[src/design/ppcs_ctrl_pkg.sv]
`default_nettype none
package ppcs_ctrl_pkg;

  // ---------------------------------------------------------------
  // bus geometry
  // ---------------------------------------------------------------
  localparam int AXI_ADDR_W = 12;
  localparam int AXI_DATA_W = 32;
  localparam int REG_W      = 8;

  // ---------------------------------------------------------------
  // register indices, byte address is four times the index
  // ---------------------------------------------------------------
  localparam logic [7:0] IDX_CODING_CTRL = 8'h05;
  localparam logic [7:0] IDX_ADV_UPPER   = 8'h06;
  localparam logic [7:0] IDX_ADV_LOWER   = 8'h07;
  localparam logic [7:0] IDX_NP_LOWER    = 8'h08;
  localparam logic [7:0] IDX_NP_UPPER    = 8'h09;
  localparam logic [7:0] IDX_IRQ_ENABLE  = 8'h0a;
  localparam logic [7:0] IDX_IRQ_STATUS  = 8'h8a;
  localparam logic [7:0] IDX_IRQ_CLEAR   = 8'h8b;

  // ---------------------------------------------------------------
  // coding control field positions
  // ---------------------------------------------------------------
  localparam int CTL_ALIGN_LOCK  = 0;
  localparam int CTL_TX_SCR_DIS  = 1;
  localparam int CTL_RX_DSCR_DIS = 2;
  localparam int CTL_AN_RESTART  = 4;
  localparam int CTL_AN_ENABLE   = 5;
  localparam int CTL_ENC_BYPASS  = 6;
  localparam int CTL_DEC_BYPASS  = 7;

  // ---------------------------------------------------------------
  // interrupt field positions, shared by enable, status and clear
  // ---------------------------------------------------------------
  localparam int IRQ_AN_RESOLVE  = 2;
  localparam int IRQ_AN_COMPLETE = 3;
  localparam int IRQ_AN_PAGE_RX  = 4;
  localparam int IRQ_NP_LOADED   = 5;
  localparam int IRQ_CTC_UNDER   = 6;
  localparam int IRQ_CTC_OVER    = 7;

  // implemented bits; reserved bits read as zero
  localparam logic [7:0] CTRL_IMPL_MASK = 8'hf7;
  localparam logic [7:0] IRQ_IMPL_MASK  = 8'hfc;

  // ---------------------------------------------------------------
  // reset values
  // ---------------------------------------------------------------
  localparam logic [7:0] RST_CODING_CTRL = 8'h00;
  localparam logic [7:0] RST_ADVERT      = 8'h00;
  localparam logic [7:0] RST_NEXT_PAGE   = 8'h00;
  localparam logic [7:0] RST_IRQ_ENABLE  = 8'h00;
  localparam logic [7:0] RST_IRQ_STATUS  = 8'h00;

  // ---------------------------------------------------------------
  // bus responses
  // ---------------------------------------------------------------
  localparam logic [1:0] RESP_OKAY   = 2'b00;
  localparam logic [1:0] RESP_SLVERR = 2'b10;

  // ---------------------------------------------------------------
  // carriers
  // ---------------------------------------------------------------
  // event pulses, msb first so the struct lines up with status [7:2]
  typedef struct packed {
    logic ctc_overrun;
    logic ctc_underrun;
    logic np_loaded;
    logic an_page_rx;
    logic an_complete;
    logic an_resolve;
  } ppcs_evt_type;

  typedef struct packed {
    logic        dec_bypass;
    logic        enc_bypass;
    logic        an_enable;
    logic        an_restart;
    logic        rx_descr_dis;
    logic        tx_scr_dis;
    logic        align_lock;
    logic [15:0] an_advert;
    logic [15:0] an_next_page;
  } ppcs_ctrl_type;

endpackage
`default_nettype wire

[src/design/ppcs_ctrl_regs.sv]
// Operation
// alignment locks only on a one written after a zero; zero unlocks.
// control bit 1 set disables the transmit scrambler.
// control bit 2 set disables the receive descrambler.
// bit 5 enables autonegotiation; bit 4 restarts it while set.
// control bit 6 set bypasses the transmit 8b/10b encoder.
// control bit 7 set bypasses the receive 8b/10b decoder.
// advertisement value is upper byte 0x06, lower byte 0x07.
// next-page value is lower byte 0x08, upper byte 0x09.
// enable bit 2 gates the resolve-priority event, status bit 2.
// enable bit 3 gates autonegotiation complete, status bit 3.
// enable bit 4 gates page received, status bit 4.
// enable bit 5 gates next page loaded, status bit 5.
// enable bit 6 gates clock tolerance fifo underrun, status bit 6.
// enable bit 7 gates clock tolerance fifo overrun, status bit 7.
// interrupt is high only while a set flag has its enable set; irq here follows an enable write one cycle late.
// all control and enable registers reset to zero.
//
// Local design decision: register access over AXI4-Lite.
`timescale 1ns/1ps
`default_nettype none
module ppcs_ctrl_regs
  import ppcs_ctrl_pkg::*;
(
  // clock and reset
  input  wire logic                  aclk,
  input  wire logic                  aresetn,
  // write address channel
  input  wire logic [AXI_ADDR_W-1:0] s_axi_awaddr,
  input  wire logic [2:0]            s_axi_awprot,
  input  wire logic                  s_axi_awvalid,
  output var  logic                  s_axi_awready,
  // write data channel
  input  wire logic [AXI_DATA_W-1:0] s_axi_wdata,
  input  wire logic [3:0]            s_axi_wstrb,
  input  wire logic                  s_axi_wvalid,
  output var  logic                  s_axi_wready,
  // write response channel
  output var  logic [1:0]            s_axi_bresp,
  output var  logic                  s_axi_bvalid,
  input  wire logic                  s_axi_bready,
  // read address channel
  input  wire logic [AXI_ADDR_W-1:0] s_axi_araddr,
  input  wire logic [2:0]            s_axi_arprot,
  input  wire logic                  s_axi_arvalid,
  output var  logic                  s_axi_arready,
  // read data channel
  output var  logic [AXI_DATA_W-1:0] s_axi_rdata,
  output var  logic [1:0]            s_axi_rresp,
  output var  logic                  s_axi_rvalid,
  input  wire logic                  s_axi_rready,
  // pcs events, one-cycle pulses
  input  wire ppcs_evt_type          pcs_evt,
  // pcs controls
  output var  ppcs_ctrl_type         pcs_ctrl,
  // channel interrupt
  output var  logic                  irq
);

  // ---------------------------------------------------------------
  // decode helpers
  // ---------------------------------------------------------------
  // upper address bits must be zero, low two bits are ignored
  function automatic logic [8:0] decode(input logic [AXI_ADDR_W-1:0] a);
    decode = {(a[AXI_ADDR_W-1:10] == '0), a[9:2]};
  endfunction

  function automatic logic hit(input logic [8:0] d, input logic [7:0] idx);
    hit = d[8] && (d[7:0] == idx);
  endfunction

  // ---------------------------------------------------------------
  // registers
  // ---------------------------------------------------------------
  logic [7:0]            ctrl_r;
  logic [7:0]            adv_hi_r;
  logic [7:0]            adv_lo_r;
  logic [7:0]            np_lo_r;
  logic [7:0]            np_hi_r;
  logic [7:0]            ien_r;
  logic [7:0]            sts_r;
  logic [7:0]            sts_nxt;
  logic                  lock_r;
  logic                  lock_nxt;

  logic                  awready_r;
  logic                  wready_r;
  logic [AXI_ADDR_W-1:0] awaddr_r;
  logic [7:0]            wdata_r;
  logic                  wstrb0_r;
  logic                  bvalid_r;
  logic [1:0]            bresp_r;
  logic                  arready_r;
  logic                  rvalid_r;
  logic [AXI_DATA_W-1:0] rdata_r;
  logic [1:0]            rresp_r;
  logic                  irq_r;

  // ---------------------------------------------------------------
  // write path
  // ---------------------------------------------------------------
  // address and data are parked independently; either may come first
  wire aw_take  = s_axi_awvalid && awready_r;
  wire w_take   = s_axi_wvalid && wready_r;
  wire do_write = !awready_r && !wready_r && !bvalid_r;
  wire b_done   = bvalid_r && s_axi_bready;

  wire [8:0] wdec = decode(awaddr_r);
  wire wr_en    = do_write && wstrb0_r;
  wire wr_ctrl  = wr_en && hit(wdec, IDX_CODING_CTRL);
  wire wr_advh  = wr_en && hit(wdec, IDX_ADV_UPPER);
  wire wr_advl  = wr_en && hit(wdec, IDX_ADV_LOWER);
  wire wr_npl   = wr_en && hit(wdec, IDX_NP_LOWER);
  wire wr_nph   = wr_en && hit(wdec, IDX_NP_UPPER);
  wire wr_ien   = wr_en && hit(wdec, IDX_IRQ_ENABLE);
  wire wr_clr   = wr_en && hit(wdec, IDX_IRQ_CLEAR);

  // status is read only, so a write to it is an error like a miss
  wire w_mapped = hit(wdec, IDX_CODING_CTRL) || hit(wdec, IDX_ADV_UPPER)
               || hit(wdec, IDX_ADV_LOWER)   || hit(wdec, IDX_NP_LOWER)
               || hit(wdec, IDX_NP_UPPER)    || hit(wdec, IDX_IRQ_ENABLE)
               || hit(wdec, IDX_IRQ_CLEAR);

  always_ff @(posedge aclk) begin
    if (!aresetn) begin
      awready_r <= 1'b1;
      wready_r  <= 1'b1;
      awaddr_r  <= '0;
      wdata_r   <= 8'h00;
      wstrb0_r  <= 1'b0;
    end else begin
      if (aw_take) begin
        awready_r <= 1'b0;
        awaddr_r  <= s_axi_awaddr;
      end else if (do_write) begin
        awready_r <= 1'b1;
      end
      if (w_take) begin
        wready_r <= 1'b0;
        wdata_r  <= s_axi_wdata[REG_W-1:0];
        wstrb0_r <= s_axi_wstrb[0];
      end else if (do_write) begin
        wready_r <= 1'b1;
      end
    end
  end

  always_ff @(posedge aclk) begin
    if (!aresetn) begin
      bvalid_r <= 1'b0;
      bresp_r  <= RESP_OKAY;
    end else if (do_write) begin
      bvalid_r <= 1'b1;
      bresp_r  <= w_mapped ? RESP_OKAY : RESP_SLVERR;
    end else if (b_done) begin
      bvalid_r <= 1'b0;
    end
  end

  // ---------------------------------------------------------------
  // control and value registers
  // ---------------------------------------------------------------
  always_ff @(posedge aclk) begin
    if (!aresetn) begin
      ctrl_r   <= RST_CODING_CTRL;
      adv_hi_r <= RST_ADVERT;
      adv_lo_r <= RST_ADVERT;
      np_lo_r  <= RST_NEXT_PAGE;
      np_hi_r  <= RST_NEXT_PAGE;
      ien_r    <= RST_IRQ_ENABLE;
    end else begin
      if (wr_ctrl) ctrl_r <= wdata_r & CTRL_IMPL_MASK;
      if (wr_advh) adv_hi_r <= wdata_r;
      if (wr_advl) adv_lo_r <= wdata_r;
      if (wr_npl) np_lo_r <= wdata_r;
      if (wr_nph) np_hi_r <= wdata_r;
      if (wr_ien) ien_r <= wdata_r & IRQ_IMPL_MASK;
    end
  end

  // ---------------------------------------------------------------
  // alignment lock
  // ---------------------------------------------------------------
  // a one written over a stored one does not lock: the zero must come first
  wire lock_arm = !ctrl_r[CTL_ALIGN_LOCK] && wdata_r[CTL_ALIGN_LOCK];
  assign lock_nxt = !wr_ctrl ? lock_r
                  : (lock_arm || (lock_r && wdata_r[CTL_ALIGN_LOCK]));

  always_ff @(posedge aclk) begin
    if (!aresetn) lock_r <= 1'b0;
    else          lock_r <= lock_nxt;
  end

  // ---------------------------------------------------------------
  // interrupt status, enable and request
  // ---------------------------------------------------------------
  // set wins over a clear in the same cycle so no event is lost
  wire [7:0] evt_bits = {pcs_evt, 2'b00};
  wire [7:0] clr_bits = wr_clr ? (wdata_r & IRQ_IMPL_MASK) : 8'h00;
  assign sts_nxt = (sts_r & ~clr_bits) | evt_bits;

  always_ff @(posedge aclk) begin
    if (!aresetn) begin
      sts_r <= RST_IRQ_STATUS;
      irq_r <= 1'b0;
    end else begin
      sts_r <= sts_nxt;
      irq_r <= |(sts_nxt & ien_r);
    end
  end

  // ---------------------------------------------------------------
  // read path
  // ---------------------------------------------------------------
  wire       ar_take = s_axi_arvalid && arready_r;
  wire       r_done  = rvalid_r && s_axi_rready;
  wire [8:0] rdec    = decode(s_axi_araddr);

  // clear register is write only and reads as zero
  wire [7:0] rd_byte =
      hit(rdec, IDX_CODING_CTRL) ? ctrl_r :
      hit(rdec, IDX_ADV_UPPER)   ? adv_hi_r :
      hit(rdec, IDX_ADV_LOWER)   ? adv_lo_r :
      hit(rdec, IDX_NP_LOWER)    ? np_lo_r :
      hit(rdec, IDX_NP_UPPER)    ? np_hi_r :
      hit(rdec, IDX_IRQ_ENABLE)  ? ien_r :
      hit(rdec, IDX_IRQ_STATUS)  ? sts_r : 8'h00;

  wire r_mapped = hit(rdec, IDX_CODING_CTRL) || hit(rdec, IDX_ADV_UPPER)
               || hit(rdec, IDX_ADV_LOWER)   || hit(rdec, IDX_NP_LOWER)
               || hit(rdec, IDX_NP_UPPER)    || hit(rdec, IDX_IRQ_ENABLE)
               || hit(rdec, IDX_IRQ_STATUS)  || hit(rdec, IDX_IRQ_CLEAR);

  always_ff @(posedge aclk) begin
    if (!aresetn) begin
      arready_r <= 1'b1;
      rvalid_r  <= 1'b0;
      rdata_r   <= '0;
      rresp_r   <= RESP_OKAY;
    end else if (ar_take) begin
      arready_r <= 1'b0;
      rvalid_r  <= 1'b1;
      rdata_r   <= {{(AXI_DATA_W-REG_W){1'b0}}, rd_byte};
      rresp_r   <= r_mapped ? RESP_OKAY : RESP_SLVERR;
    end else if (r_done) begin
      arready_r <= 1'b1;
      rvalid_r  <= 1'b0;
    end
  end

  // ---------------------------------------------------------------
  // outputs
  // ---------------------------------------------------------------
  assign s_axi_awready = awready_r;
  assign s_axi_wready  = wready_r;
  assign s_axi_bvalid  = bvalid_r;
  assign s_axi_bresp   = bresp_r;
  assign s_axi_arready = arready_r;
  assign s_axi_rvalid  = rvalid_r;
  assign s_axi_rdata   = rdata_r;
  assign s_axi_rresp   = rresp_r;
  assign irq           = irq_r;

  assign pcs_ctrl.align_lock   = lock_r;
  assign pcs_ctrl.tx_scr_dis   = ctrl_r[CTL_TX_SCR_DIS];
  assign pcs_ctrl.rx_descr_dis = ctrl_r[CTL_RX_DSCR_DIS];
  assign pcs_ctrl.an_restart   = ctrl_r[CTL_AN_RESTART];
  assign pcs_ctrl.an_enable    = ctrl_r[CTL_AN_ENABLE];
  assign pcs_ctrl.enc_bypass   = ctrl_r[CTL_ENC_BYPASS];
  assign pcs_ctrl.dec_bypass   = ctrl_r[CTL_DEC_BYPASS];
  assign pcs_ctrl.an_advert    = {adv_hi_r, adv_lo_r};
  assign pcs_ctrl.an_next_page = {np_hi_r, np_lo_r};

endmodule // ppcs_ctrl_regs
`default_nettype wire

[config.mk]
export PLATFORM = sky130hd
export DESIGN_NAME = ppcs_ctrl_regs
export DESIGN_NICKNAME = d
export VERILOG_FILES = /design/src/design/ppcs_ctrl_pkg.sv /design/src/design/ppcs_ctrl_regs.sv
export SDC_FILE = /design/constraint.sdc
export NUM_CORES = 1
export LEC_CHECK = 0
export ABC_AREA = 1
export ABC_CLOCK_PERIOD_IN_PS = 2840
export BUFFER_PORTS_ARGS = -buffer_cell sky130_fd_sc_hd__buf_2
export CORE_MARGIN = 3
export CORE_UTILIZATION = 40
export CTS_CLUSTER_DIAMETER = 40
export DETAILED_ROUTE_END_ITERATION = 16
export PLACE_DENSITY = 0.7
export SLEW_MARGIN = 10
export SYNTH_ARGS = -nofsm -noshare
export SYNTH_HDL_FRONTEND = slang
export SYNTH_SLANG_ARGS = --single-unit
export TNS_END_PERCENT = 10
[constraint.sdc]
create_clock -name aclk -period 2.84 [get_ports aclk]
set_clock_uncertainty 0.1 [all_clocks]
set_input_delay 0.568 -clock aclk [delete_from_list [all_inputs] [get_ports aclk]]
set_output_delay 0.568 -clock aclk [all_outputs]
set_load 0.05 [all_outputs]
==> metrics.md, run 1 <==
| Metric | Value |
|---|---|
| Status | completed |
| RSZ-0062 raised after global routing | false |
| Top FF cell, synth | dfxtp_1 |
| Worst slew margin | 62.90% |
| Post-synthesis simple-gate area fraction | 24.49% |
| Post-synth EDFFs | 0 |
| Comb power frac | 13.2% |
| Mux share of post-synthesis cell area | 0% |
| Most common cell on crit path | nand2_1 |
| Maximum capacitance violations | 0 |
| # setup viols final | 0 |
| Register area | 1742 sq um |
| Antenna Cells | 0 |
| Clock Power Share | 35.8% |
| CTS buffer count | 9 |
| Post-DRT Antenna Nets | 0 |
| Pint | 1769 uW |
| Largest area contributor in the netlist | dfxtp_1 |
| Yosys cell types | 34 |
| Worst path cell trace | buf_2 > nor2_4 > nand2_1 > nor2_4 > nand2_1 > inv_2 > nand2_1 > nand2_1 > inv_1 > nand4_1 > nand2_1 > a21oi_1 |
| Min-Delay Path Class | input pin to flip-flop |
| Max Fclk | 519.9 MHz |
| Synth top cells by count | 92 x nand2_1, 87 x dfxtp_1, 70 x a21oi_1 |
| Clock transition at path regs | 90 ps |
| Die Y | 107.9 microns |
| Worst Tran Pin Value | 555.2 ps |
| Crit path time final | 1923 ps |
| Clk sinks | 87 |
| Vias post-DR | 3,915 |
| H-tree depth | 3 |
| Crit path launch type | input pin |
| Layout cells sized above 1 | 22.09% |
| Fill cell count | 1,032 |
| Worst path bufs/invs | 3 |
| Largest net degree at the start of global routing | 36 |
| Post-CTS setup buffers | 0 |
| Fin crit share | 67.72% |
| # hold bufs at CTS | 0 |
| Post-Syn Area per Cell | 7.262 sq um |
| Post-Route WL | 11,130 microns |
| Ys Warns | 0 |
| Port bufs | 96 |
| IO Count | 160 |
| Adder-cell share of the synthesized area | 0% |
| Worst Path Required | 3040 ps |
| Initial antenna violation count | 0 |
| Seq pwr share | 51.1% |
| Most common cell in the synthesized netlist | nand2_1 |
| Area occupied by multi-input gates | 1897 sq um |
| Number of synthesized register bits | 87 |
| CTS resizes | 0 |
| Xor/xnor cell area share of the yosys netlist | 0% |
| Ranking of synthesized cells by area | dfxtp_1 42%, a21oi_1 8.4%, nand2_1 8.3% |
| Crit path kind | input pin to flip-flop |
| Via-to-Cell Ratio | 4.931 |
| Worst EP arrival | 2120 ps |
| Pwr Density | 526.4 nW/um^2 |
| Residual DRC | 0 |
| Largest family of logic cells by synthesized area | simple AND/OR/NAND/NOR gates |
| Crit path max-delay family | simple AND/OR/NAND/NOR gates |
| Core area | 9955 sq um |
| Design Power | 2517 uW |
| Congestion Overflow GR | 0 |
| Sw power | 748.3 uW |
| Vias in the first global route | 3,543 |
| Row count | 36 |
| Fraction of registers with async set/reset | 0% |
| Nets | 735 |
| Final Hold Fails | 0 |
| Switching part of the total | 29.73% |
| Post-synthesis sequential area ratio | 41.93% |
| Leak Pwr | 0.002212 uW |
| Avg WL per Cell | 14.02 microns |
| Initial core utilization | 41.73% |
| Fin Setup TNS | 0 ps |
| Largest fanout on the critical path | 14 |
| DRT Pass-1 Iters | 4 |
| Detailed Route Iter0 Violations | 217 |
| Share of the synthesized area in the top cell type | 41.93% |
| Final WS setup | 916.6 ps |
| First-pass GRT wire length | 17,520 microns |
| Max IR drop VDD | 0.0002451 V |
| DIE AREA | 11,640 sq um |
| CTS tree | done |
| Clock buffer depth | 2 |
| Pins Over Slew Limit | 0 |
| Area growth syn-to-layout | 15.09% |
| Synth Instances | 572 |
| Dpl hpwl | 8635 microns |
| Worst Setup End Kind | flip-flop |
| Critical Path Max Stage Delay | 270 ps |
| Worst skew pair latency | 360 ps |
| Die Width | 107.9 microns |
| Slowest cell on the critical path | nor2_4 |
| Pre-CTS WS | 534.1 ps |
| GRT Resource Usage Total | 19.24% |
| Complex-gate fraction of the synthesized area | 18.83% |
| RD Place Congestion | 0.8731 |
| Mapped cell area | 4154 sq um |
| Root buf cell | clkbuf_8 |
[layer usage]
metal | global-route usage [%] | share of wire [%]
met5 | 0 | 0
met4 | 6.312 | 1.8
met3 | 5.399 | 9.2
met2 | 30.24 | 45
met1 | 25.51 | 44
[cell usage in the layout (no fill, tap or decap)]
cell	instances
clkinv_1	1
o21bai_1	1
nand4_1	8
inv_6	1
and2_1	1
nor3b_1	3
o22ai_1	2
nand3b_1	1
dfxtp_1	87
nand3_1	28
clkbuf_8	10
inv_1	63
clkinv_2	1
nand2_2	5
clkinv_4	2
o21ai_1	2
clkinvlp_4	1
buf_2	96
a211oi_1	8
o41ai_1	1
nor3_1	4
buf_4	4
bufinv_16	1
nor2_1	51
a21oi_1	70
nor3_2	1
inv_2	5
o21ai_0	61
nor2_4	8
o31ai_1	1
nor2_2	5
or2_0	2
nand2_1	92
o21ba_2	2
conb_1	26
nor3_4	1
nand3_2	3
nor4_1	2
[through the flow]
| stage | instances | hold slack [ps] | cell area [sq um] | util (%) |
|---|---|---|---|---|
| 2_1_floorplan | 597 | 330.0 | 4248 | - |
| 3_3_place_gp | 778 | 348.0 | 4574 | 45.95 |
| 3_5_place_dp | 778 | 334.2 | 4574 | 45.95 |
| 4_1_cts | 794 | 284.4 | 4781 | 48.03 |
| 5_1_grt | 794 | 291.3 | 4781 | 48.03 |
| 6_report | 794 | 296.7 | 4781 | 48.03 |
[worst reg2reg max path, delay by kind of cell, from the launching register on]
family | cells | cell delay [ps]
simple gates | 4 | 820
compound gates | 2 | 370
flops | 1 | 330
buf+inv | 2 | 150
[state kept, by name (all words and copies together) (netlist names)]
name / flops
adv_hi_r: 8
adv_lo_r: 8
awaddr_r: 10
ctrl_r: 7
ien_r: 6
irq: 1
lock_r: 1
np_hi_r: 8
np_lo_r: 8
s_axi_arready: 1
s_axi_awready: 1
s_axi_bresp: 1
s_axi_bvalid: 1
s_axi_rdata: 8
s_axi_rresp: 1
s_axi_rvalid: 1
s_axi_wready: 1
sts_r: 6
wdata_r: 8
wstrb0_r: 1
[cell type report]
cell class	count	share of cell area [%]
clock buffers	10	2.879
repair buffers	100	10.68
multi-input cells	389	39.68
well taps	133	3.481
flip-flops and latches	87	36.43
inverters	69	5.417
clock inverters	6	1.439
[cell families (layout without fill, tap and decap cells)]
| family | Yosys count | after routing |
|---|---|---|
| DFF | 87 | 87 |
| AOI/OAI and AO/OA | 148 | 148 |
| buffers and inverters | 121 | 185 |
| other | 1 | 26 |
| and+or+nand+nor | 215 | 215 |
[power by group through the flow]
| stage | registers [uW] | logic, uW | clock network [uW] |
|---|---|---|---|
| after global placement | 1310 | 322 | 0 |
| after floorplan | 1340 | 242 | 0 |
| after detailed placement | 1310 | 329 | 0 |
| after global routing | 1290 | 365 | 962 |
| after CTS | 1290 | 330 | 918 |
| final | 1290 | 331 | 900 |
[worst paths after layout]
kind	from	end	slack [ps]	depth (start not counted)
worst max-delay path	s_axi_araddr[11]	s_axi_rdata[0]	920	12
worst min-delay path	s_axi_bready	s_axi_bvalid	300	2
worst max register to register	awaddr_r[11]	ien_r[7]	940	8
worst min register to register	wstrb0_r	wstrb0_r	370	2
No activity file was read; power rests on OpenSTA's default activity.
==> run 2: changes to the inputs <==
Settings changed: ABC_CLOCK_PERIOD_IN_PS 2840 to 1600, PLACE_DENSITY 0.7 to 0.73.
Clock period 2.84 ns to 1.6 ns, I/O delays scaled along.
==> run 2 against run 1 <==
  * The run now ends with negative setup slack left
  * Critical path depth fell by 1
  * Worst hold slack got worse by 270 ps
  * Via count rose by 4.5%
  * Design area rose by 11%
  * Global-route usage rose by 0.63 points
  * Die area did not move
  * Sequential power rose by 78%
  * Clock power rose by 100%
  * Cell count rose by 5.2%
  * Largest cell class unchanged
  * Highest routed layer unchanged
==> metrics.md, run 2 (synthesis gave the netlist of run 1 again) <==
| Metric | Value |
|---|---|
| Status | finished with violations |
| Failing checks | negative setup slack |
| Crit path time final | 1625 ps |
| DRT Pass-1 Iters | 5 |
| Initial core utilization | 41.73% |
| RD Place Congestion | 0.9358 |
| Port bufs | 96 |
| Worst hold path cell count | 2 |
| Die Width | 107.9 microns |
| Root buf cell | clkbuf_8 |
| Post-DRT Antenna Nets | 0 |
| Post-route cell area | 5298 sq um |
| CTS buffer count | 9 |
| Largest register FFs | 10 |
| Residual DRC | 0 |
| Placed cell areas | 4926 sq um |
| Area growth syn-to-layout | 27.53% |
| # setup viols final | 2 |
| Min-Delay Path Class | input pin to flip-flop |
| Pre-CTS WS | -249.3 ps |
| Vias post-DR | 4,091 |
| Commonest non-fill, non-tap cell in the layout | buf_2 |
| Antenna Cells | 0 |
| Sw power | 1374 uW |
| Reg with most FFs | awaddr_r |
| Leak Pwr | 0.002461 uW |
| Final WS setup | -24.56 ps |
| CTS tree | done |
| Nets | 776 |
| Detailed Route Iter0 Violations | 290 |
| Largest net degree at the start of global routing | 26 |
| Pint | 3398 uW |
| Pins Over Slew Limit | 0 |
| Worst EP arrival | 1780 ps |
| Critical Path Max Stage Delay | 370 ps |
| Clk sinks | 87 |
| Avg WL per Cell | 14.11 microns |
| Reg2Reg Depth | 11 |
| Row count | 36 |
| Layout cells sized above 1 | 30.48% |
| Dpl hpwl | 8980 microns |
| Max IR drop VDD | 0.0006571 V |
| Congestion Overflow GR | 0 |
| Seq pwr share | 48.0% |
| Clock transition at path regs | 90 ps |
| Worst Path Required | 1750 ps |
| Fin crit share | 101.5% |
| H-tree depth | 3 |
| Via-to-Cell Ratio | 4.899 |
| IO Count | 160 |
| Comb power frac | 14.0% |
| Worst path cell trace | nand2_2 > inv_1 > nand3_2 > nor2_4 > nand3_2 > nand2_2 > nand2_1 > nand2_1 > nand2_1 > nor2_1 > a21oi_1 |
| Design Power | 4772 uW |
| Slowest cell on the critical path | dfxtp_2 |
| RSZ-0062 raised after global routing | true |
| Initial antenna violation count | 0 |
| Largest fanout on the critical path | 7 |
| Die Y | 107.9 microns |
| Crit path launch type | flip-flop |
| Clock buffer depth | 2 |
| Post-Route WL | 11,790 microns |
| GRT Resource Usage Total | 19.86% |
| Worst Setup End Kind | flip-flop |
| Worst skew pair latency | 370 ps |
| Max Fclk | 615.6 MHz |
| First-pass GRT wire length | 18,110 microns |
| Final Hold Fails | 0 |
| Maximum capacitance violations | 0 |
| Clock Power Share | 38.0% |
| Vias in the first global route | 3,714 |
| Core area | 9955 sq um |
| Crit path kind | flip-flop to flip-flop |
| Most common cell on crit path | nand2_1 |
| DIE AREA | 11,640 sq um |
| Most frequent cells in the layout | 96 x buf_2, 88 x nand2_1, 79 x dfxtp_1 |
| Pwr Density | 900.8 nW/um^2 |
| Switching part of the total | 28.79% |
[run 2: changes by cell type in the layout (fill, tap and decap cells not counted), sizes merged]
cell	change
clkinv	-2
clkbuf	+1
buf	+40
clkinvlp	+1
bufinv	+1
[run 2: what timing repair did]
item / in CTS / in global routing
endpoints found under the hold margin: 0 / 0
gates cloned: 1 / 0
buffers inserted: 2 / 0
pin swaps: 5 / 8
gates resized for setup: 11 / 22
setup endpoints to repair: 25 / 45
hold buffers: 0 / 0
[run 2: worst paths after layout]
kind | from | endpoint | slack, ps
min reg2reg | s_axi_rresp[1] | s_axi_rresp[1] | 370
max | awaddr_r[2] | irq | -20
min | s_axi_bready | s_axi_bvalid | 20
max reg2reg | awaddr_r[2] | irq | -20
[run 2: power by group through the flow]
stage	combinational [uW]	clock, uW	sequential, uW
3_5_place_dp	640	0	2330
6_report	667	1810	2290
5_1_grt	724	1900	2300
2_1_floorplan	430	0	2380
3_3_place_gp	625	0	2330
4_1_cts	651	1840	2280
[run 2: critical path, delay by kind of cell (launching register included)]
kind | cells | cell delay (ps)
AO/OA/AOI/OAI | 1 | 70
flip-flops | 1 | 370
AND/OR/NAND/NOR | 9 | 900
buffers and inverters | 1 | 70
[run 2: per-layer routing]
layer / vias to the layer above / global-route usage [%] / part of all wire [%]
met5: - / 0 / 0
met4: 0 / 3.968 / 0.84
met3: 10 / 4.499 / 7.4
met2: 157 / 34.06 / 48
met1: 1863 / 25.71 / 43
li1: 2061 / - / -
[run 2: area by class of cell]
type,count,area [sq um]
flip-flops and latches,87,1752
inverters,69,261.5
fillers,950,4657
multi-input cells,389,1982
repair buffers,140,889.6
clock inverters,5,87.58
well taps,133,166.4
clock buffers,11,151.4
repair inverters,1,7.507
[run 2: metrics by stage]
stage,hold slack [ps],instances,util [%],setup TNS (ps)
floorplan,312.8,597,-,-69.03
global placement,349.2,816,49.48,-1092
detailed placement,343.1,816,49.48,-1974
CTS,11.14,835,52.61,0
global route,23.62,835,53.22,-3066
finish,23.83,835,53.22,-27.53
